## config.mk

```make
export PLATFORM = sky130hd
export DESIGN_NAME = rchc_top
export DESIGN_NICKNAME = d
export VERILOG_FILES = /design/src/rtl/rchc_pkg.sv /design/src/rtl/rchc_delay_timer.sv /design/src/rtl/rchc_clk_gen.sv /design/src/rtl/rchc_top.sv
export SDC_FILE = /design/constraint.sdc
export NUM_CORES = 1
export LEC_CHECK = 0
export BUFFER_PORTS_ARGS = -buffer_cell sky130_fd_sc_hd__buf_2
export CAP_MARGIN = 20
export CORE_MARGIN = 1.5
export CORE_UTILIZATION = 43
export DETAILED_ROUTE_END_ITERATION = 7
export GPL_ROUTABILITY_DRIVEN = 1
export PLACE_DENSITY = 0.84
export REMOVE_ABC_BUFFERS = 1
export SKIP_LAST_GASP = 1
export SYNTH_ARGS = -nofsm -noshare
export SYNTH_HDL_FRONTEND = slang
export SYNTH_SLANG_ARGS = --single-unit
export TNS_END_PERCENT = 30
```

## constraint.sdc

```tcl
create_clock -name sys_clk -period 2 [get_ports sys_clk]
set_input_delay 0.6 -clock sys_clk [delete_from_list [all_inputs] [get_ports sys_clk]]
set_output_delay 0.6 -clock sys_clk [all_outputs]
set_load 0.01 [all_outputs]
```

## src/rtl/rchc_pkg.sv

```systemverilog
// shared constants and types for the reset, clock and halt controller
package rchc_pkg;
    localparam int unsigned SYS_CLK_HZ     = 25_000_000;
    localparam int unsigned HZ_PER_MHZ     = 1_000_000;
    // oscillator settling after a wake from halt, in microseconds
    localparam int unsigned OSC_SETTLE_US  = 1000;
    localparam int unsigned OSC_SETTLE_CYC = OSC_SETTLE_US * (SYS_CLK_HZ / HZ_PER_MHZ);
    // clock start-up delay after a reset, in microseconds
    localparam int unsigned RST_START_US   = 1000;
    localparam int unsigned RST_START_CYC  = RST_START_US * (SYS_CLK_HZ / HZ_PER_MHZ);

    localparam int unsigned ADDR_W = 8;
    localparam logic [7:0] ADDR_INIT   = 8'h00;
    localparam logic [7:0] ADDR_PMODE  = 8'h04;
    localparam logic [7:0] ADDR_STATUS = 8'h08;

    localparam int unsigned CSEL_LSB = 0;
    localparam int unsigned CSEL_W   = 2;
    localparam logic [1:0] CSEL_INT  = 2'h0;
    localparam logic [1:0] CSEL_SQR  = 2'h1;
    localparam logic [1:0] CSEL_XTAL = 2'h2;
    localparam logic [1:0] CSEL_RSVD = 2'h3;
    localparam logic [1:0] CSEL_RST  = 2'h0;

    localparam int unsigned HALT_BIT = 0;
    localparam int unsigned IDLE_BIT = 1;

    localparam int unsigned ST_CAUSE_LSB = 0;
    localparam int unsigned ST_CLKRUN    = 4;
    localparam int unsigned ST_HALTED    = 5;
    localparam int unsigned ST_OSCEN     = 6;

    typedef struct packed {
        logic por;
        logic bor;
        logic wdt;
        logic ext;
    } rchc_rst_src_t;

    typedef struct packed {
        logic oscEn;
        logic borEn;
        logic lbdEn;
    } rchc_pwr_t;

    localparam rchc_pwr_t PWR_RST = 3'h7;

    typedef enum logic [2:0] {
        ST_RST_HOLD,
        ST_RST_WAIT,
        ST_RUN,
        ST_HALT,
        ST_WAKE_WAIT
    } rchc_state_t;
endpackage

```

## src/rtl/rchc_delay_timer.sv

```systemverilog
// down counter that times the clock start-up and oscillator settling delays
module rchc_delay_timer #(
    parameter int unsigned MAX_CYC = rchc_pkg::OSC_SETTLE_CYC,
    parameter int unsigned W       = $clog2(MAX_CYC + 1)
) (
    input  wire logic         sys_clk,
    input  wire logic         sys_rst,
    input  wire logic         start,
    input  wire logic [W-1:0] loadVal,
    output logic              done
);
    logic [W-1:0] count_r;

    // a start restarts the count even mid-run
    always_ff @(posedge sys_clk or posedge sys_rst) begin
        if (sys_rst) begin
            count_r <= '0;
        end else if (start) begin
            count_r <= loadVal;
        end else if (count_r != '0) begin
            count_r <= count_r - W'(1);
        end
    end

    // done in the last counted cycle, so the wait lasts exactly loadVal cycles
    assign done = (count_r == W'(1)) && !start;
endmodule

```

## src/rtl/rchc_clk_gen.sv

```systemverilog
// system clock tick generation from the selected clock source
module rchc_clk_gen (
    input  wire logic       sys_clk,
    input  wire logic       sys_rst,
    input  wire logic [1:0] clkSel,
    input  wire logic       run,
    input  wire logic       oscTick,
    input  wire logic       extClkIn,
    output logic            sysClkTick,
    output logic            ckoOut
);
    logic divPh_r;
    logic extPrev_r;
    logic sysClkTick_r;
    logic ckoOut_r;
    logic extRise;

    assign extRise = extClkIn && !extPrev_r;

    always_ff @(posedge sys_clk or posedge sys_rst) begin
        if (sys_rst) begin
            divPh_r   <= 1'b0;
            extPrev_r <= 1'b0;
        end else begin
            extPrev_r <= extClkIn;
            if (oscTick) begin
                divPh_r <= !divPh_r;
            end
        end
    end

    always_ff @(posedge sys_clk or posedge sys_rst) begin
        if (sys_rst) begin
            sysClkTick_r <= 1'b0;
        end else begin
            case (clkSel)
                rchc_pkg::CSEL_INT:  sysClkTick_r <= run && oscTick && divPh_r;
                rchc_pkg::CSEL_SQR:  sysClkTick_r <= run && extRise;
                rchc_pkg::CSEL_XTAL: sysClkTick_r <= run && extRise;
                default:             sysClkTick_r <= 1'b0;
            endcase
        end
    end

    // inverting amplifier stage for the crystal, only meaningful in crystal mode
    always_ff @(posedge sys_clk or posedge sys_rst) begin
        if (sys_rst) begin
            ckoOut_r <= 1'b0;
        end else begin
            ckoOut_r <= (clkSel == rchc_pkg::CSEL_XTAL) && !extClkIn;
        end
    end

    assign sysClkTick = sysClkTick_r;
    assign ckoOut     = ckoOut_r;
endmodule

```

## src/rtl/rchc_top.sv

```systemverilog
// reset sequencer, clock source selection and halt control with avalon register access
//
// Overview of operation
// any reset sequence puts every I/O register back to reset so all pins become hi-Z inputs; here pin zero stays driven in crystal mode.
// after a reset the system clock stays stopped until the start-up delay has passed.
// a reset starts on power-on, brown-out, watchdog expiry or the external reset input.
// in internal mode the 2MHz oscillator is divided by two to give a 1MHz system clock.
// the oscillator runs at all times except in halt or with an external source selected.
// the two-bit clock select picks internal, external square or crystal; 11 is reserved.
// in crystal mode the oscillator output is driven on pin zero with the input on pin one.
// an external square clock is used directly, with no divide-by-two.
// software enters halt by setting the halt enable bit in the power-mode register.
// the halt enable bit is write-only and clears itself when halt is left.
// entering halt stops the oscillator, the low-battery detector and the brown-out reset.
// halt is left only on a multi-input wake-up event, which software sets up beforehand; here a reset source also leaves it.
// after a wake-up the oscillator gets 1ms to settle before execution resumes.
// power-mode register bit 0 is halt enable, bit 1 idle enable, bits 7 to 2 undefined.
// the external reset input must be held low at least 2ms by whoever drives it.
// the reserved clock select code 11 is never taken as a clock source.
//
// Design decisions made here: the Avalon-MM slave port and the placing of the registers.
module rchc_top #(
    parameter int unsigned RST_CYC  = rchc_pkg::RST_START_CYC,
    parameter int unsigned WAKE_CYC = rchc_pkg::OSC_SETTLE_CYC
) (
    input  wire logic                        sys_clk,
    input  wire logic                        sys_rst,
    input  wire logic [rchc_pkg::ADDR_W-1:0] avs_address,
    input  wire logic                        avs_read,
    input  wire logic                        avs_write,
    input  wire logic [3:0]                  avs_byteenable,
    input  wire logic [31:0]                 avs_writedata,
    output logic      [31:0]                 avs_readdata,
    output logic                             avs_waitrequest,
    input  wire logic                        porDet,
    input  wire logic                        borDet,
    input  wire logic                        wdtExpire,
    input  wire logic                        extRstN,
    input  wire logic                        miwWake,
    input  wire logic                        oscTick,
    input  wire logic                        gpPinOneIn,
    output logic                             gpPinZeroOut,
    output logic                             gpPinZeroOe,
    output logic                             sysClkTick,
    output logic                             clkRun,
    output logic                             ioReset,
    output rchc_pkg::rchc_pwr_t              pwrEnable
);
    localparam int unsigned TMR_MAX = (RST_CYC > WAKE_CYC) ? RST_CYC : WAKE_CYC;
    localparam int unsigned TMR_W   = $clog2(TMR_MAX + 1);

    ////////////////////////////////////////////////////////////////////////////////////////
    // reset sources

    rchc_pkg::rchc_rst_src_t rstSrc;
    rchc_pkg::rchc_state_t   state_r;
    rchc_pkg::rchc_state_t   state_nxt;
    rchc_pkg::rchc_pwr_t     pwrEnable_r;
    rchc_pkg::rchc_rst_src_t cause_r;
    logic                    anySrc;
    logic [1:0]              clkSel_r;
    logic                    haltEn_r;
    logic                    clkRun_r;
    logic                    ioReset_r;
    logic                    gpPinZeroOe_r;
    logic                    tmrStart;
    logic [TMR_W-1:0]        tmrLoad;
    logic                    tmrDone;
    logic                    waitreq_r;
    logic [31:0]             rdata_r;
    logic                    req;
    logic                    wrStb;

    // brown-out detector is powered down in halt, so its output is ignored then
    always_comb begin
        rstSrc.por = porDet;
        rstSrc.bor = borDet && pwrEnable_r.borEn;
        rstSrc.wdt = wdtExpire;
        rstSrc.ext = !extRstN;
    end

    assign anySrc = |rstSrc;

    ////////////////////////////////////////////////////////////////////////////////////////
    // sequencer

    always_comb begin
        state_nxt = state_r;
        tmrStart  = 1'b0;
        tmrLoad   = TMR_W'(RST_CYC);
        if (anySrc) begin
            state_nxt = rchc_pkg::ST_RST_HOLD;
        end else begin
            case (state_r)
                rchc_pkg::ST_RST_HOLD: begin
                    state_nxt = rchc_pkg::ST_RST_WAIT;
                    tmrStart  = 1'b1;
                end
                rchc_pkg::ST_RST_WAIT: begin
                    if (tmrDone) begin
                        state_nxt = rchc_pkg::ST_RUN;
                    end
                end
                rchc_pkg::ST_RUN: begin
                    if (haltEn_r) begin
                        state_nxt = rchc_pkg::ST_HALT;
                    end
                end
                rchc_pkg::ST_HALT: begin
                    if (miwWake) begin
                        state_nxt = rchc_pkg::ST_WAKE_WAIT;
                        tmrStart  = 1'b1;
                        tmrLoad   = TMR_W'(WAKE_CYC);
                    end
                end
                rchc_pkg::ST_WAKE_WAIT: begin
                    if (tmrDone) begin
                        state_nxt = rchc_pkg::ST_RUN;
                    end
                end
                default: state_nxt = rchc_pkg::ST_RST_HOLD;
            endcase
        end
    end

    always_ff @(posedge sys_clk or posedge sys_rst) begin
        if (sys_rst) begin
            state_r <= rchc_pkg::ST_RST_HOLD;
        end else begin
            state_r <= state_nxt;
        end
    end

    rchc_delay_timer #(
        .MAX_CYC (TMR_MAX),
        .W       (TMR_W)
    ) u_timer (
        .sys_clk (sys_clk),
        .sys_rst (sys_rst),
        .start   (tmrStart),
        .loadVal (tmrLoad),
        .done    (tmrDone)
    );

    // cause bits gather every source seen while the reset is held
    always_ff @(posedge sys_clk or posedge sys_rst) begin
        if (sys_rst) begin
            cause_r <= '0;
        end else if (anySrc) begin
            cause_r <= (state_r == rchc_pkg::ST_RST_HOLD) ? (cause_r | rstSrc) : rstSrc;
        end
    end

    ////////////////////////////////////////////////////////////////////////////////////////
    // clock, i/o and power outputs

    always_ff @(posedge sys_clk or posedge sys_rst) begin
        if (sys_rst) begin
            clkRun_r  <= 1'b0;
            ioReset_r <= 1'b1;
        end else begin
            clkRun_r  <= (state_nxt == rchc_pkg::ST_RUN);
            ioReset_r <= (state_nxt == rchc_pkg::ST_RST_HOLD) ||
                         (state_nxt == rchc_pkg::ST_RST_WAIT);
        end
    end

    always_ff @(posedge sys_clk or posedge sys_rst) begin
        if (sys_rst) begin
            pwrEnable_r <= rchc_pkg::PWR_RST;
        end else begin
            pwrEnable_r.oscEn <= (state_r != rchc_pkg::ST_HALT) &&
                                 (clkSel_r == rchc_pkg::CSEL_INT);
            pwrEnable_r.borEn <= (state_r != rchc_pkg::ST_HALT);
            pwrEnable_r.lbdEn <= (state_r != rchc_pkg::ST_HALT);
        end
    end

    // crystal pin stays driven through reset: the oscillator must keep swinging
    always_ff @(posedge sys_clk or posedge sys_rst) begin
        if (sys_rst) begin
            gpPinZeroOe_r <= 1'b0;
        end else begin
            gpPinZeroOe_r <= (clkSel_r == rchc_pkg::CSEL_XTAL);
        end
    end

    rchc_clk_gen u_clkgen (
        .sys_clk    (sys_clk),
        .sys_rst    (sys_rst),
        .clkSel     (clkSel_r),
        .run        (clkRun_r),
        .oscTick    (oscTick),
        .extClkIn   (gpPinOneIn),
        .sysClkTick (sysClkTick),
        .ckoOut     (gpPinZeroOut)
    );

    ////////////////////////////////////////////////////////////////////////////////////////
    // avalon slave: one wait cycle on every access

    assign req   = avs_read || avs_write;
    assign wrStb = avs_write && !waitreq_r && avs_byteenable[0];

    always_ff @(posedge sys_clk or posedge sys_rst) begin
        if (sys_rst) begin
            waitreq_r <= 1'b1;
        end else begin
            waitreq_r <= !(req && waitreq_r);
        end
    end

    always_ff @(posedge sys_clk or posedge sys_rst) begin
        if (sys_rst) begin
            clkSel_r <= rchc_pkg::CSEL_RST;
        end else if (wrStb && (avs_address == rchc_pkg::ADDR_INIT) &&
                     (avs_writedata[rchc_pkg::CSEL_LSB +: rchc_pkg::CSEL_W] !=
                      rchc_pkg::CSEL_RSVD)) begin
            clkSel_r <= avs_writedata[rchc_pkg::CSEL_LSB +: rchc_pkg::CSEL_W];
        end
    end

    // idle enable is accepted but idle mode itself lives elsewhere
    always_ff @(posedge sys_clk or posedge sys_rst) begin
        if (sys_rst) begin
            haltEn_r <= 1'b0;
        end else if (anySrc || (state_r == rchc_pkg::ST_HALT && state_nxt != rchc_pkg::ST_HALT)) begin
            haltEn_r <= 1'b0;
        end else if (wrStb && (avs_address == rchc_pkg::ADDR_PMODE) &&
                     (state_r == rchc_pkg::ST_RUN)) begin
            haltEn_r <= avs_writedata[rchc_pkg::HALT_BIT];
        end
    end

    always_ff @(posedge sys_clk or posedge sys_rst) begin
        if (sys_rst) begin
            rdata_r <= 32'h00000000;
        end else if (avs_read && waitreq_r) begin
            case (avs_address)
                rchc_pkg::ADDR_INIT:   rdata_r <= 32'(clkSel_r);
                rchc_pkg::ADDR_PMODE:  rdata_r <= 32'h00000000;
                rchc_pkg::ADDR_STATUS: begin
                    rdata_r <= 32'h00000000;
                    rdata_r[rchc_pkg::ST_CAUSE_LSB +: 4] <= cause_r;
                    rdata_r[rchc_pkg::ST_CLKRUN]         <= clkRun_r;
                    rdata_r[rchc_pkg::ST_HALTED]         <= (state_r == rchc_pkg::ST_HALT);
                    rdata_r[rchc_pkg::ST_OSCEN]          <= pwrEnable_r.oscEn;
                end
                default: rdata_r <= 32'h00000000;
            endcase
        end
    end

    assign avs_readdata    = rdata_r;
    assign avs_waitrequest = waitreq_r;
    assign clkRun          = clkRun_r;
    assign ioReset         = ioReset_r;
    assign pwrEnable       = pwrEnable_r;
    assign gpPinZeroOe     = gpPinZeroOe_r;

    ////////////////////////////////////////////////////////////////////////////////////////
    // checks

    logic [31:0] waitCnt_r;

    always_ff @(posedge sys_clk or posedge sys_rst) begin
        if (sys_rst) begin
            waitCnt_r <= 32'h00000000;
        end else begin
            waitCnt_r <= (state_r == rchc_pkg::ST_WAKE_WAIT) ? waitCnt_r + 32'h00000001
                                                             : 32'h00000000;
        end
    end
endmodule

```

==> results of run 1 <==
-- per-layer routing --
metal	part of all wire [%]	GRT usage, %
met5	0	0
met1	42	20.8
met4	1.3	4.07
met2	51	31.2
met3	5.3	4.43
-- cells in the mapped netlist (all sizes together) (2+ instances only) --
master / count / share of area (%)
nand2b: 2 / 0.54
a31oi: 5 / 1.4
nand4: 5 / 1.4
dfrtp: 38 / 41
clkbuf: 3 / 0.49
a21o: 4 / 1.3
o21ba: 3 / 1.3
nor4b: 2 / 0.76
or4: 10 / 3.6
ha: 6 / 3.3
dfstp: 4 / 4.6
o211ai: 2 / 0.65
nor2b: 2 / 0.54
mux2i: 4 / 1.7
nor2: 8 / 1.3
or2: 4 / 1.1
a211oi: 3 / 0.98
or4bb: 2 / 0.98
or3b: 2 / 0.76
buf: 28 / 8.9
o31ai: 5 / 1.6
or3: 6 / 1.7
a21oi: 4 / 0.87
nor4: 6 / 2.3
nor3: 6 / 1.5
nand3: 6 / 1.3
nand2: 12 / 2.0
o21ai: 10 / 2.2
inv: 7 / 1.1
a22o: 5 / 1.9
-- report_power, final --
| group | internal [uW] | switching [uW] |
|---|---|---|
| clock network | 367 | 293 |
| registers | 956 | 92.5 |
| logic | 313 | 332 |
| total | 1640 | 717 |
-- critical path, stage by stage (launching register included) --
cell and delay (ns):
dfrtp_2 0.44, inv_2 0.09, ha_4 0.13, or3b_4 0.40
nor4_4 0.28, buf_4 0.20, clkbuf_16 0.16, or3_1 0.10
a21oi_1 0.06
-- per-stage QoR --
stage / total power (uW) / setup TNS (ns)
6_report: 2350 / 0
5_1_grt: 2500 / -0.209
4_1_cts: 2330 / 0
3_5_place_dp: 1670 / -2.79
3_3_place_gp: 1630 / -1.99
2_1_floorplan: 1390 / -0.714
-- cell families after synthesis --
| family | share of synthesized area, % |
|---|---|
| AO/OA/AOI/OAI | 15.2 |
| XOR/XNOR | 0.760 |
| adder cells (fa/ha/maj) | 3.26 |
| buffers and inverters | 10.5 |
| flip-flops | 45.8 |
| multiplexers | 1.74 |
| other | 0.163 |
| AND/OR/NAND/NOR | 22.5 |
-- state kept, by name (all words and copies together), names as in the netlist --
register	count
cause_r	4
state_r	3
u_clkgen.divPh_r	1
ioReset	1
u_clkgen.extPrev_r	1
clkRun	1
gpPinZeroOe	1
u_timer.count_r	15
u_clkgen.ckoOut	1
avs_waitrequest	1
pwrEnable	2
haltEn_r	1
avs_readdata	7
u_clkgen.sysClkTick	1
clkSel_r	2
-- path summary, 6_finish.rpt --
kind | depth (start not counted) | end | slack (ns)
min in group sys_clk | 1 | u_clkgen.extPrev_r$_DFF_PP0_ | 0.43
worst max-delay path | 8 | u_timer.count_r[10]$_DFFE_PP0P_ | 0.04
worst max register to register | 8 | u_timer.count_r[10]$_DFFE_PP0P_ | 0.04
max in group asynchronous | 3 | ioReset$_DFF_PP1_ | 1.09
worst min register to register | 2 | avs_readdata[1]$_DFFE_PP0P_ | 0.48
worst min-delay path | 2 | cause_r[2]$_DFFE_PP0P_ | 0.31
-- area by class of cell --
class,count,area (um^2)
Clock buffer,5,68.8
Clock inverter,3,40.0
Fill cell,460,2280
Inverter,7,26.3
Multi-Input combinational cell,166,1120
Sequential cell,42,1060
Tap cell,70,87.6
Timing Repair Buffer,68,465
-- layout by cell type, fill, tap and decap left out, drive strengths merged, types with 3 or more instances in the layout --
cell    synthesis  layout
a211oi          3       3
a21o            4       4
a21oi           4       4
a22o            5       5
a31oi           5       5
buf            28      66
clkbuf          3       7
conb            1      25
dfrtp          38      38
dfstp           4       4
ha              6       6
inv             7       7
mux2i           4       4
nand2          12      12
nand3           6       6
nand4           5       5
nor2            8       8
nor3            6       6
nor4            6       6
o21ai          10      10
o21ba           3       3
o31ai           5       5
or2             4       4
or3             6       6
or4            10      10
-- timing repair --
| item | in CTS | in global routing |
|---|---|---|
| cloned | 0 | 2 |
| hold endpoints to repair | 0 | 0 |
| endpoints found under the setup margin | 8 | 10 |
| pin swaps | 1 | 4 |
| gates resized for setup | 0 | 8 |
| buffers inserted | 0 | 1 |
==> impl_metrics.py, run 1 <==
metrics = {
    "placement": {
        "place_area_mm2": 0.00268,
        "hpwl_um": 3770,
        "dp_cells": 350,
        "pre_cts_slack_ns": -0.238,
        "gp_congestion": 0.843,
        "io_buffers": 37,
    },
    "cells_and_area": {
        "antennaDiodeCount": 0,
        "syn2layout_area_growth_pct": 24.1,
        "drive_above_1_share_pct": 35.7,
        "nNetsFinal": 351,
        "stdcell_area_mm2": 0.00286,
        "utilization_pct": 55.7,
        "fin_cells": 361,
    },
    "sta": {
        "timing.final.crit_share_pct": 98.2,
        "slew_headroom_pct": 63.7,
        "whs_ns": 0.313,
        "hold_viol_final": 0,
        "finalCriticalPeriod_ns": 1.96,
        "drv_slew": 0,
        "fmax_mhz": 509,
        "setup_violations": 0,
        "finalClockSkew_ns": 0.00627,
        "tightestPinTransition_ns": 0.539,
        "setup_slack_ns": 0.0357,
    },
    "clock_tree": {
        "clock_path_buffers": 2,
        "worstSkewPairLatency_ns": 0.30,
        "root_buffer": "clkbuf_8",
        "cts.clk_slew.worst_paths_ns": 0.08,
        "cts_inserted_buffers": 5,
        "cts_sinks": 42,
        "htree_levels": 2,
        "hold_buffers": 0,
        "cts_tree": "yes",
    },
    "logic_synthesis": {
        "syn_area_mm2": 0.00231,
        "synth_cell_types": 54,
        "avgSynthCellArea_um2": 10.4,
        "ys_async_sr_fraction_pct": 100,
        "synth_cells": 222,
        "synth_edf_count": 0,
        "ys.flop_type": "dfrtp_1",
        "yosys_warnings": 0,
        "ys_seq_elements": 42,
        "seq_area_frac_synth_pct": 45.8,
    },
    "die": {
        "fp.dieArea_mm2": 0.00581,
        "die_h_um": 76.2,
        "initial_utilization_pct": 44.9,
        "core-area_mm2": 0.00514,
        "ios": 96,
        "die_w_um": 76.2,
        "core.rowCount": 26,
    },
    "route": {
        "ant_nets": 0,
        "drt_iter0_markers": 111,
        "totalWireLength_um": 5010,
        "routedWlPerCell_um": 13.9,
        "firstDrtPassIters": 5,
        "drt_drc_violations_left": 0,
        "vias_per_cell": 5.32,
        "vias": 1919,
    },
    "critical_path": {
        "crit_type": "reg -> reg",
        "startpoint_type": "register",
        "crit_start": "u_timer.count_r[0]$_DFFE_PP0P_",
        "cp_max_fo": 9,
        "cp-end-kind": "register",
        "critPathRequiredTime_ns": 2.18,
        "crit_arrival_ns": 2.15,
        "reg2reg_from": "u_timer.count_r[0]$_DFFE_PP0P_",
    },
    "global_route": {
        "antenna_found_initial": 0,
        "grt_usage_pct": 17.4,
        "grt.overflow.total": 0,
        "grt_max_degree": 19,
        "grt_pass1_wl_um": 8240,
        "grt_pass1_vias": 1849,
    },
    "outcome": {
        "status": "finished clean",
    },
    "job": {
        "drv_cap": 0,
    },
    "power": {
        "leakage_uw": 0.00130,
        "peakVddDrop_uv": 322,
        "p_per_area_mw_per_mm2": 822,
    },
    "worst_hold_path": {
        "hold_path_class": "in -> async",
    },
}
(Power assumes the default switching activity.)
==> inputs of run 2 (changes only) <==
--- a/config.mk
+++ b/config.mk
@@ -9,6 +9,7 @@
 export CAP_MARGIN = 20
 export CORE_MARGIN = 1.5
 export CORE_UTILIZATION = 43
+export CTS_BUF_LIST = sky130_fd_sc_hd__clkbuf_16
 export DETAILED_ROUTE_END_ITERATION = 7
 export GPL_ROUTABILITY_DRIVEN = 1
 export PLACE_DENSITY = 0.84
==> run 2 against run 1 <==
  * Die area unchanged
  * Sequential power about the same
  * Maximum frequency up 0.15%
  * Critical endpoint unchanged
  * Largest power group unchanged
==> impl_metrics.py, run 2 (synthesized netlist as in run 1, its figures left out) <==
metrics = {
    "outcome": {
        "status": "finished clean",
    },
    "cells_and_area": {
        "largest_reg_flops": 15,
        "drive_above_1_share_pct": 35.7,
        "final_cell_mix": "37 x dfrtp_1, 37 x buf_2, 28 x buf_4, 25 x conb_1, 12 x nand2_1",
        "top_register": "u_timer.count_r",
        "antennaDiodeCount": 0,
        "n_fill_cell": 450,
        "nNetsFinal": 351,
        "syn2layout_area_growth_pct": 26.5,
    },
    "global_route": {
        "grt_usage_pct": 17.4,
        "grt.overflow.total": 0,
        "grt_max_degree": 19,
        "grt_pass1_wl_um": 8190,
        "antenna_found_initial": 0,
        "grt_pass1_vias": 1851,
    },
    "worst_hold_path": {
        "hold_path_class": "in -> async",
    },
    "sta": {
        "rsz0062_at_grt": "true",
        "slew_headroom_pct": 66.5,
        "finalClockSkew_ns": 0.00455,
        "tightestPinTransition_ns": 0.502,
        "setup_violations": 0,
        "fmax_mhz": 510,
        "hold_viol_final": 0,
        "finalCriticalPeriod_ns": 1.96,
        "drv_slew": 0,
        "timing.final.crit_share_pct": 98.1,
        "whs_ns": 0.333,
    },
    "die": {
        "initial_utilization_pct": 44.9,
        "die_h_um": 76.2,
        "fp.dieArea_mm2": 0.00581,
        "ios": 96,
        "die_w_um": 76.2,
        "core.rowCount": 26,
        "core-area_mm2": 0.00514,
    },
    "route": {
        "totalWireLength_um": 4990,
        "drt_iter0_markers": 102,
        "drt_drc_violations_left": 0,
        "vias_per_cell": 5.31,
        "ant_nets": 0,
        "routedWlPerCell_um": 13.8,
        "firstDrtPassIters": 4,
        "vias": 1918,
    },
    "placement": {
        "hpwl_um": 3770,
        "io_buffers": 37,
        "gp_congestion": 0.843,
    },
    "clock_tree": {
        "cts_tree": "yes",
        "root_buffer": "clkbuf_16",
        "cts_sinks": 42,
        "clock_path_buffers": 2,
        "cts_inserted_buffers": 5,
        "hold_buffers": 0,
        "htree_levels": 2,
        "cts.clk_slew.worst_paths_ns": 0.06,
        "worstSkewPairLatency_ns": 0.28,
    },
    "critical_path": {
        "cp-end-kind": "register",
        "path_buf_inv": 3,
        "startpoint_type": "register",
        "critPathTopFamily": "simple AND/OR/NAND/NOR gates",
        "crit_type": "reg -> reg",
        "cp_max_fo": 9,
        "path_cells": "inv_2 > ha_4 > or3b_4 > nor4_4 > buf_4 > clkbuf_16 > or3_1 > a21oi_1",
        "crit_arrival_ns": 2.13,
        "slowest_stage": "dfrtp_2",
        "critPathRequiredTime_ns": 2.16,
        "regToRegSetupSlack_ns": 0.04,
        "cpPeakStageDelay_ns": 0.44,
    },
    "job": {
        "drv_cap": 0,
    },
    "power": {
        "p_per_area_mw_per_mm2": 888,
        "leakage_uw": 0.00133,
        "p_total_uw": 2590,
        "peakVddDrop_uv": 475,
    },
}
run 2: changes by cell type in the layout (fill, tap and decap cells not counted):
| cell | before | now |
|---|---|---|
| clkbuf_16 | 2 | 7 |
| clkbuf_8 | 5 | 0 |
run 2: worst paths after layout:
check / cells past startpoint / startpoint / endpoint
worst min register to register: 2 / avs_readdata[1]$_DFFE_PP0P_ / avs_readdata[1]$_DFFE_PP0P_
worst max register to register: 8 / u_timer.count_r[0]$_DFFE_PP0P_ / u_timer.count_r[10]$_DFFE_PP0P_
min in group sys_clk: 1 / gpPinOneIn / u_clkgen.extPrev_r$_DFF_PP0_
worst min-delay path: 2 / sys_rst / cause_r[2]$_DFFE_PP0P_
max in group asynchronous: 3 / sys_rst / ioReset$_DFF_PP1_
worst max-delay path: 8 / u_timer.count_r[0]$_DFFE_PP0P_ / u_timer.count_r[10]$_DFFE_PP0P_
run 2: timing repair:
item                                   CTS  global route
buffers inserted                         0             1
endpoints found under the hold margin    0             0
setup endpoints to repair                8            10
cloned                                   0             2
resized for setup                        0             8
pin swaps                                1             4
run 2: worst reg2reg max path: stages, from the launching register on:
cell       delay (ns)
dfrtp_2          0.44
inv_2            0.09
ha_4             0.13
or3b_4           0.40
nor4_4           0.27
buf_4            0.19
clkbuf_16        0.16
or3_1            0.10
a21oi_1          0.06
run 2: metrics by stage:
step / std cells / area, um^2 / TNS (ns) / util, % / setup WS (ns)
2_1_floorplan: 215 / 2180 / -0.714 / - / -0.105
3_3_place_gp: 350 / 2680 / -1.99 / 52.0 / -0.228
3_5_place_dp: 350 / 2680 / -2.79 / 52.0 / -0.238
4_1_cts: 358 / 2840 / 0 / 55.3 / 0.00695
5_1_grt: 361 / 2920 / -0.380 / 56.8 / -0.0545
6_report: 361 / 2920 / 0 / 56.8 / 0.0386
run 2: routing by layer:
metal  wire length (um)  vias to the layer above  part of all wire (%)  GRT usage (%)
met3                280                        7                   5.6           4.67
met1               2080                      929                    42           20.6
li1                   -                      916                     -              -
met4                 58                        0                   1.2           5.19
met5                  0                        -                     0              0
met2               2580                       66                    52           30.8
run 2: area by class of cell:
class                   count  area [um^2]  share of cell area (%)
well taps                  70         87.6                    3.00
clock inverters             3         40.0                    1.37
multi-input cells         166         1120                    38.3
repair buffers             68          465                    16.0
clock buffers               5          125                    4.29
flip-flops and latches     42         1060                    36.2
inverters                   7         26.3                   0.901
run 2: where the power goes:
| group | internal, uW | switching [uW] | total (uW) | leakage (uW) |
|---|---|---|---|---|
| clock network | 583 | 314 | 897 | 0.0000836 |
| logic | 314 | 331 | 645 | 0.000728 |
| registers | 958 | 92.2 | 1050 | 0.000514 |
| total | 1850 | 738 | 2590 | 0.00133 |
==> inputs of run 3 (changes only) <==
--- a/config.mk
+++ b/config.mk
@@ -5,7 +5,7 @@
 export SDC_FILE = /design/constraint.sdc
 export NUM_CORES = 1
 export LEC_CHECK = 0
-export BUFFER_PORTS_ARGS = -buffer_cell sky130_fd_sc_hd__buf_2
+export BUFFER_PORTS_ARGS = -buffer_cell sky130_fd_sc_hd__clkbuf_2
 export CAP_MARGIN = 20
 export CORE_MARGIN = 1.5
 export CORE_UTILIZATION = 43
==> run 3 against run 2 <==
  * Sequential share of layout area rose by 1.3 points
  * Maximum frequency fell by 1.1%
  * Clock skew hardly changed
  * Critical path depth shrank 4
  * Clock-buffer cell count unchanged
  * Sequential cell count unchanged
  * Cell count fell by 2.2%
  * Utilization decreased by 2.0 points
  * Clock power down 9.6%
  * Via count decreased by 2.9%
  * Final area down 3.5%
  * Critical endpoint is now u_timer.count_r[11]$_DFFE_PP0P_
  * Largest power group unchanged
==> impl_metrics.py, run 3 (synthesized netlist as in run 1, its figures left out) <==
metrics = {
    "outcome": {
        "status": "finished clean",
    },
    "worst_hold_path": {
        "hold_path_class": "in -> async",
    },
    "placement": {
        "io_buffers": 37,
        "hpwl_um": 3430,
        "dp_cells": 343,
        "gp_congestion": 0.865,
        "pre_cts_slack_ns": -0.233,
        "place_area_mm2": 0.00262,
    },
    "critical_path": {
        "critPathRequiredTime_ns": 2.22,
        "regToRegSetupSlack_ns": 0.02,
        "cp-endpoint": "u_timer.count_r[11]$_DFFE_PP0P_",
        "reg2reg_from": "u_timer.count_r[0]$_DFFE_PP0P_",
        "crit_arrival_ns": 2.21,
        "cp-end-kind": "register",
        "r2r-end": "u_timer.count_r[11]$_DFFE_PP0P_",
        "crit_type": "reg -> reg",
        "startpoint_type": "register",
        "r2r_cells": 4,
        "crit_start": "u_timer.count_r[0]$_DFFE_PP0P_",
        "cp_max_fo": 4,
    },
    "route": {
        "vias_per_cell": 5.27,
        "routedWlPerCell_um": 13.5,
        "vias": 1862,
        "ant_nets": 0,
        "drt_drc_violations_left": 0,
        "totalWireLength_um": 4770,
        "firstDrtPassIters": 4,
        "drt_iter0_markers": 85,
    },
    "cells_and_area": {
        "fin_cells": 353,
        "stdcell_area_mm2": 0.00282,
        "antennaDiodeCount": 0,
        "drive_above_1_share_pct": 32.9,
        "n_fill_cell": 452,
        "top_register": "u_timer.count_r",
        "syn2layout_area_growth_pct": 22.1,
        "final_common_cell": "dfrtp_1",
        "nNetsFinal": 343,
        "final_cell_mix": "38 x dfrtp_1, 37 x clkbuf_2, 25 x conb_1, 21 x buf_4, 12 x nand2_1",
        "largest_reg_flops": 15,
    },
    "global_route": {
        "grt_pass1_vias": 1728,
        "antenna_found_initial": 0,
        "grt_usage_pct": 16.8,
        "met3_usage_pct": 4.43,
        "grt_use_met2_pct": 29.4,
        "grt.busiest_layer": "met2",
        "grt_max_degree": 43,
        "grt_pass1_wl_um": 7770,
        "met1_usage_pct": 19.7,
        "grt.overflow.total": 0,
    },
    "die": {
        "die_h_um": 76.2,
        "core-area_mm2": 0.00514,
        "ios": 96,
        "fp.dieArea_mm2": 0.00581,
        "core.rowCount": 26,
        "die_w_um": 76.2,
        "initial_utilization_pct": 44.9,
    },
    "clock_tree": {
        "hold_buffers": 0,
        "htree_levels": 2,
        "cts.clk_slew.worst_paths_ns": 0.06,
        "cts_inserted_buffers": 5,
        "cts_tree": "yes",
        "cts_sinks": 42,
        "clock_path_buffers": 2,
        "root_buffer": "clkbuf_16",
        "worstSkewPairLatency_ns": 0.28,
    },
    "power": {
        "peakVddDrop_uv": 588,
        "p_per_area_mw_per_mm2": 867,
        "leakage_uw": 0.00127,
        "p_total_uw": 2440,
    },
    "sta": {
        "finalClockSkew_ns": 0.00495,
        "fmax_mhz": 504,
        "setup_slack_ns": 0.0167,
        "drv_slew": 0,
        "tns_ns": 0,
        "tightestPinTransition_ns": 0.532,
        "setup_violations": 0,
        "timing.final.crit_share_pct": 99.2,
        "rsz0062_at_grt": "true",
        "hold_viol_final": 0,
        "slew_headroom_pct": 64.5,
        "finalCriticalPeriod_ns": 1.98,
    },
    "job": {
        "drv_cap": 0,
    },
}
-- run 3: changes by cell type in the layout (fill, tap and decap cells not counted), moves of 2 or more --
cell      delta
clkbuf_2    +37
clkinv_2     -2
buf_4        -7
buf_2       -37
-- run 3: timing repair --
action	CTS	global route
buffers inserted	0	1
gates resized for setup	0	4
pin swaps	1	1
cloned	0	1
endpoints found under the hold margin	0	0
endpoints found under the setup margin	7	9
-- run 3: area by class of cell --
class,count,area [um^2],area share (%)
multi-input cells,166,1110,39.3
flip-flops and latches,42,1060,37.5
repair buffers,60,388,13.8
clock buffers,5,125,4.44
well taps,70,87.6,3.11
inverters,7,26.3,0.933
clock inverters,3,25.0,0.889
-- run 3: layer usage --
metal / vias to the layer above / part of all wire [%] / wire length [um]
li1: 894 / - / -
met1: 898 / 44 / 2080
met2: 62 / 50 / 2390
met3: 8 / 4.5 / 213
met4: 0 / 1.7 / 81
met5: - / 0 / 0
-- run 3: worst min path at each step --
stage	slack [ns]	startpoint	to
floorplan	0.44	u_clkgen.divPh_r$_DFFE_PP0P_	u_clkgen.divPh_r$_DFFE_PP0P_
global placement	0.46	u_clkgen.divPh_r$_DFFE_PP0P_	u_clkgen.divPh_r$_DFFE_PP0P_
detailed placement	0.46	u_clkgen.divPh_r$_DFFE_PP0P_	u_clkgen.divPh_r$_DFFE_PP0P_
CTS	0.45	sys_rst	u_timer.count_r[1]$_DFFE_PP0P_
global route	0.46	gpPinOneIn	u_clkgen.extPrev_r$_DFF_PP0_
finish	0.43	sys_rst	u_clkgen.extPrev_r$_DFF_PP0_
-- run 3: through the flow --
stage | hold WS, ns | utilization [%]
2_1_floorplan | 0.441 | -
3_3_place_gp | 0.456 | 51.0
3_5_place_dp | 0.458 | 51.0
4_1_cts | 0.448 | 53.9
5_1_grt | 0.460 | 54.8
6_report | 0.429 | 54.8
-- run 3: power by group --
| part | switching [uW] | internal (uW) |
|---|---|---|
| sequential | 88.7 | 956 |
| combinational | 309 | 274 |
| clock | 343 | 469 |
| total | 741 | 1700 |
-- run 3: critical path, cell delays in order, from the launching register on --
cell and delay [ns]:
dfrtp_1 0.42, or4_1 0.59, or4_4 0.44, or4_1 0.40
nand2_1 0.08
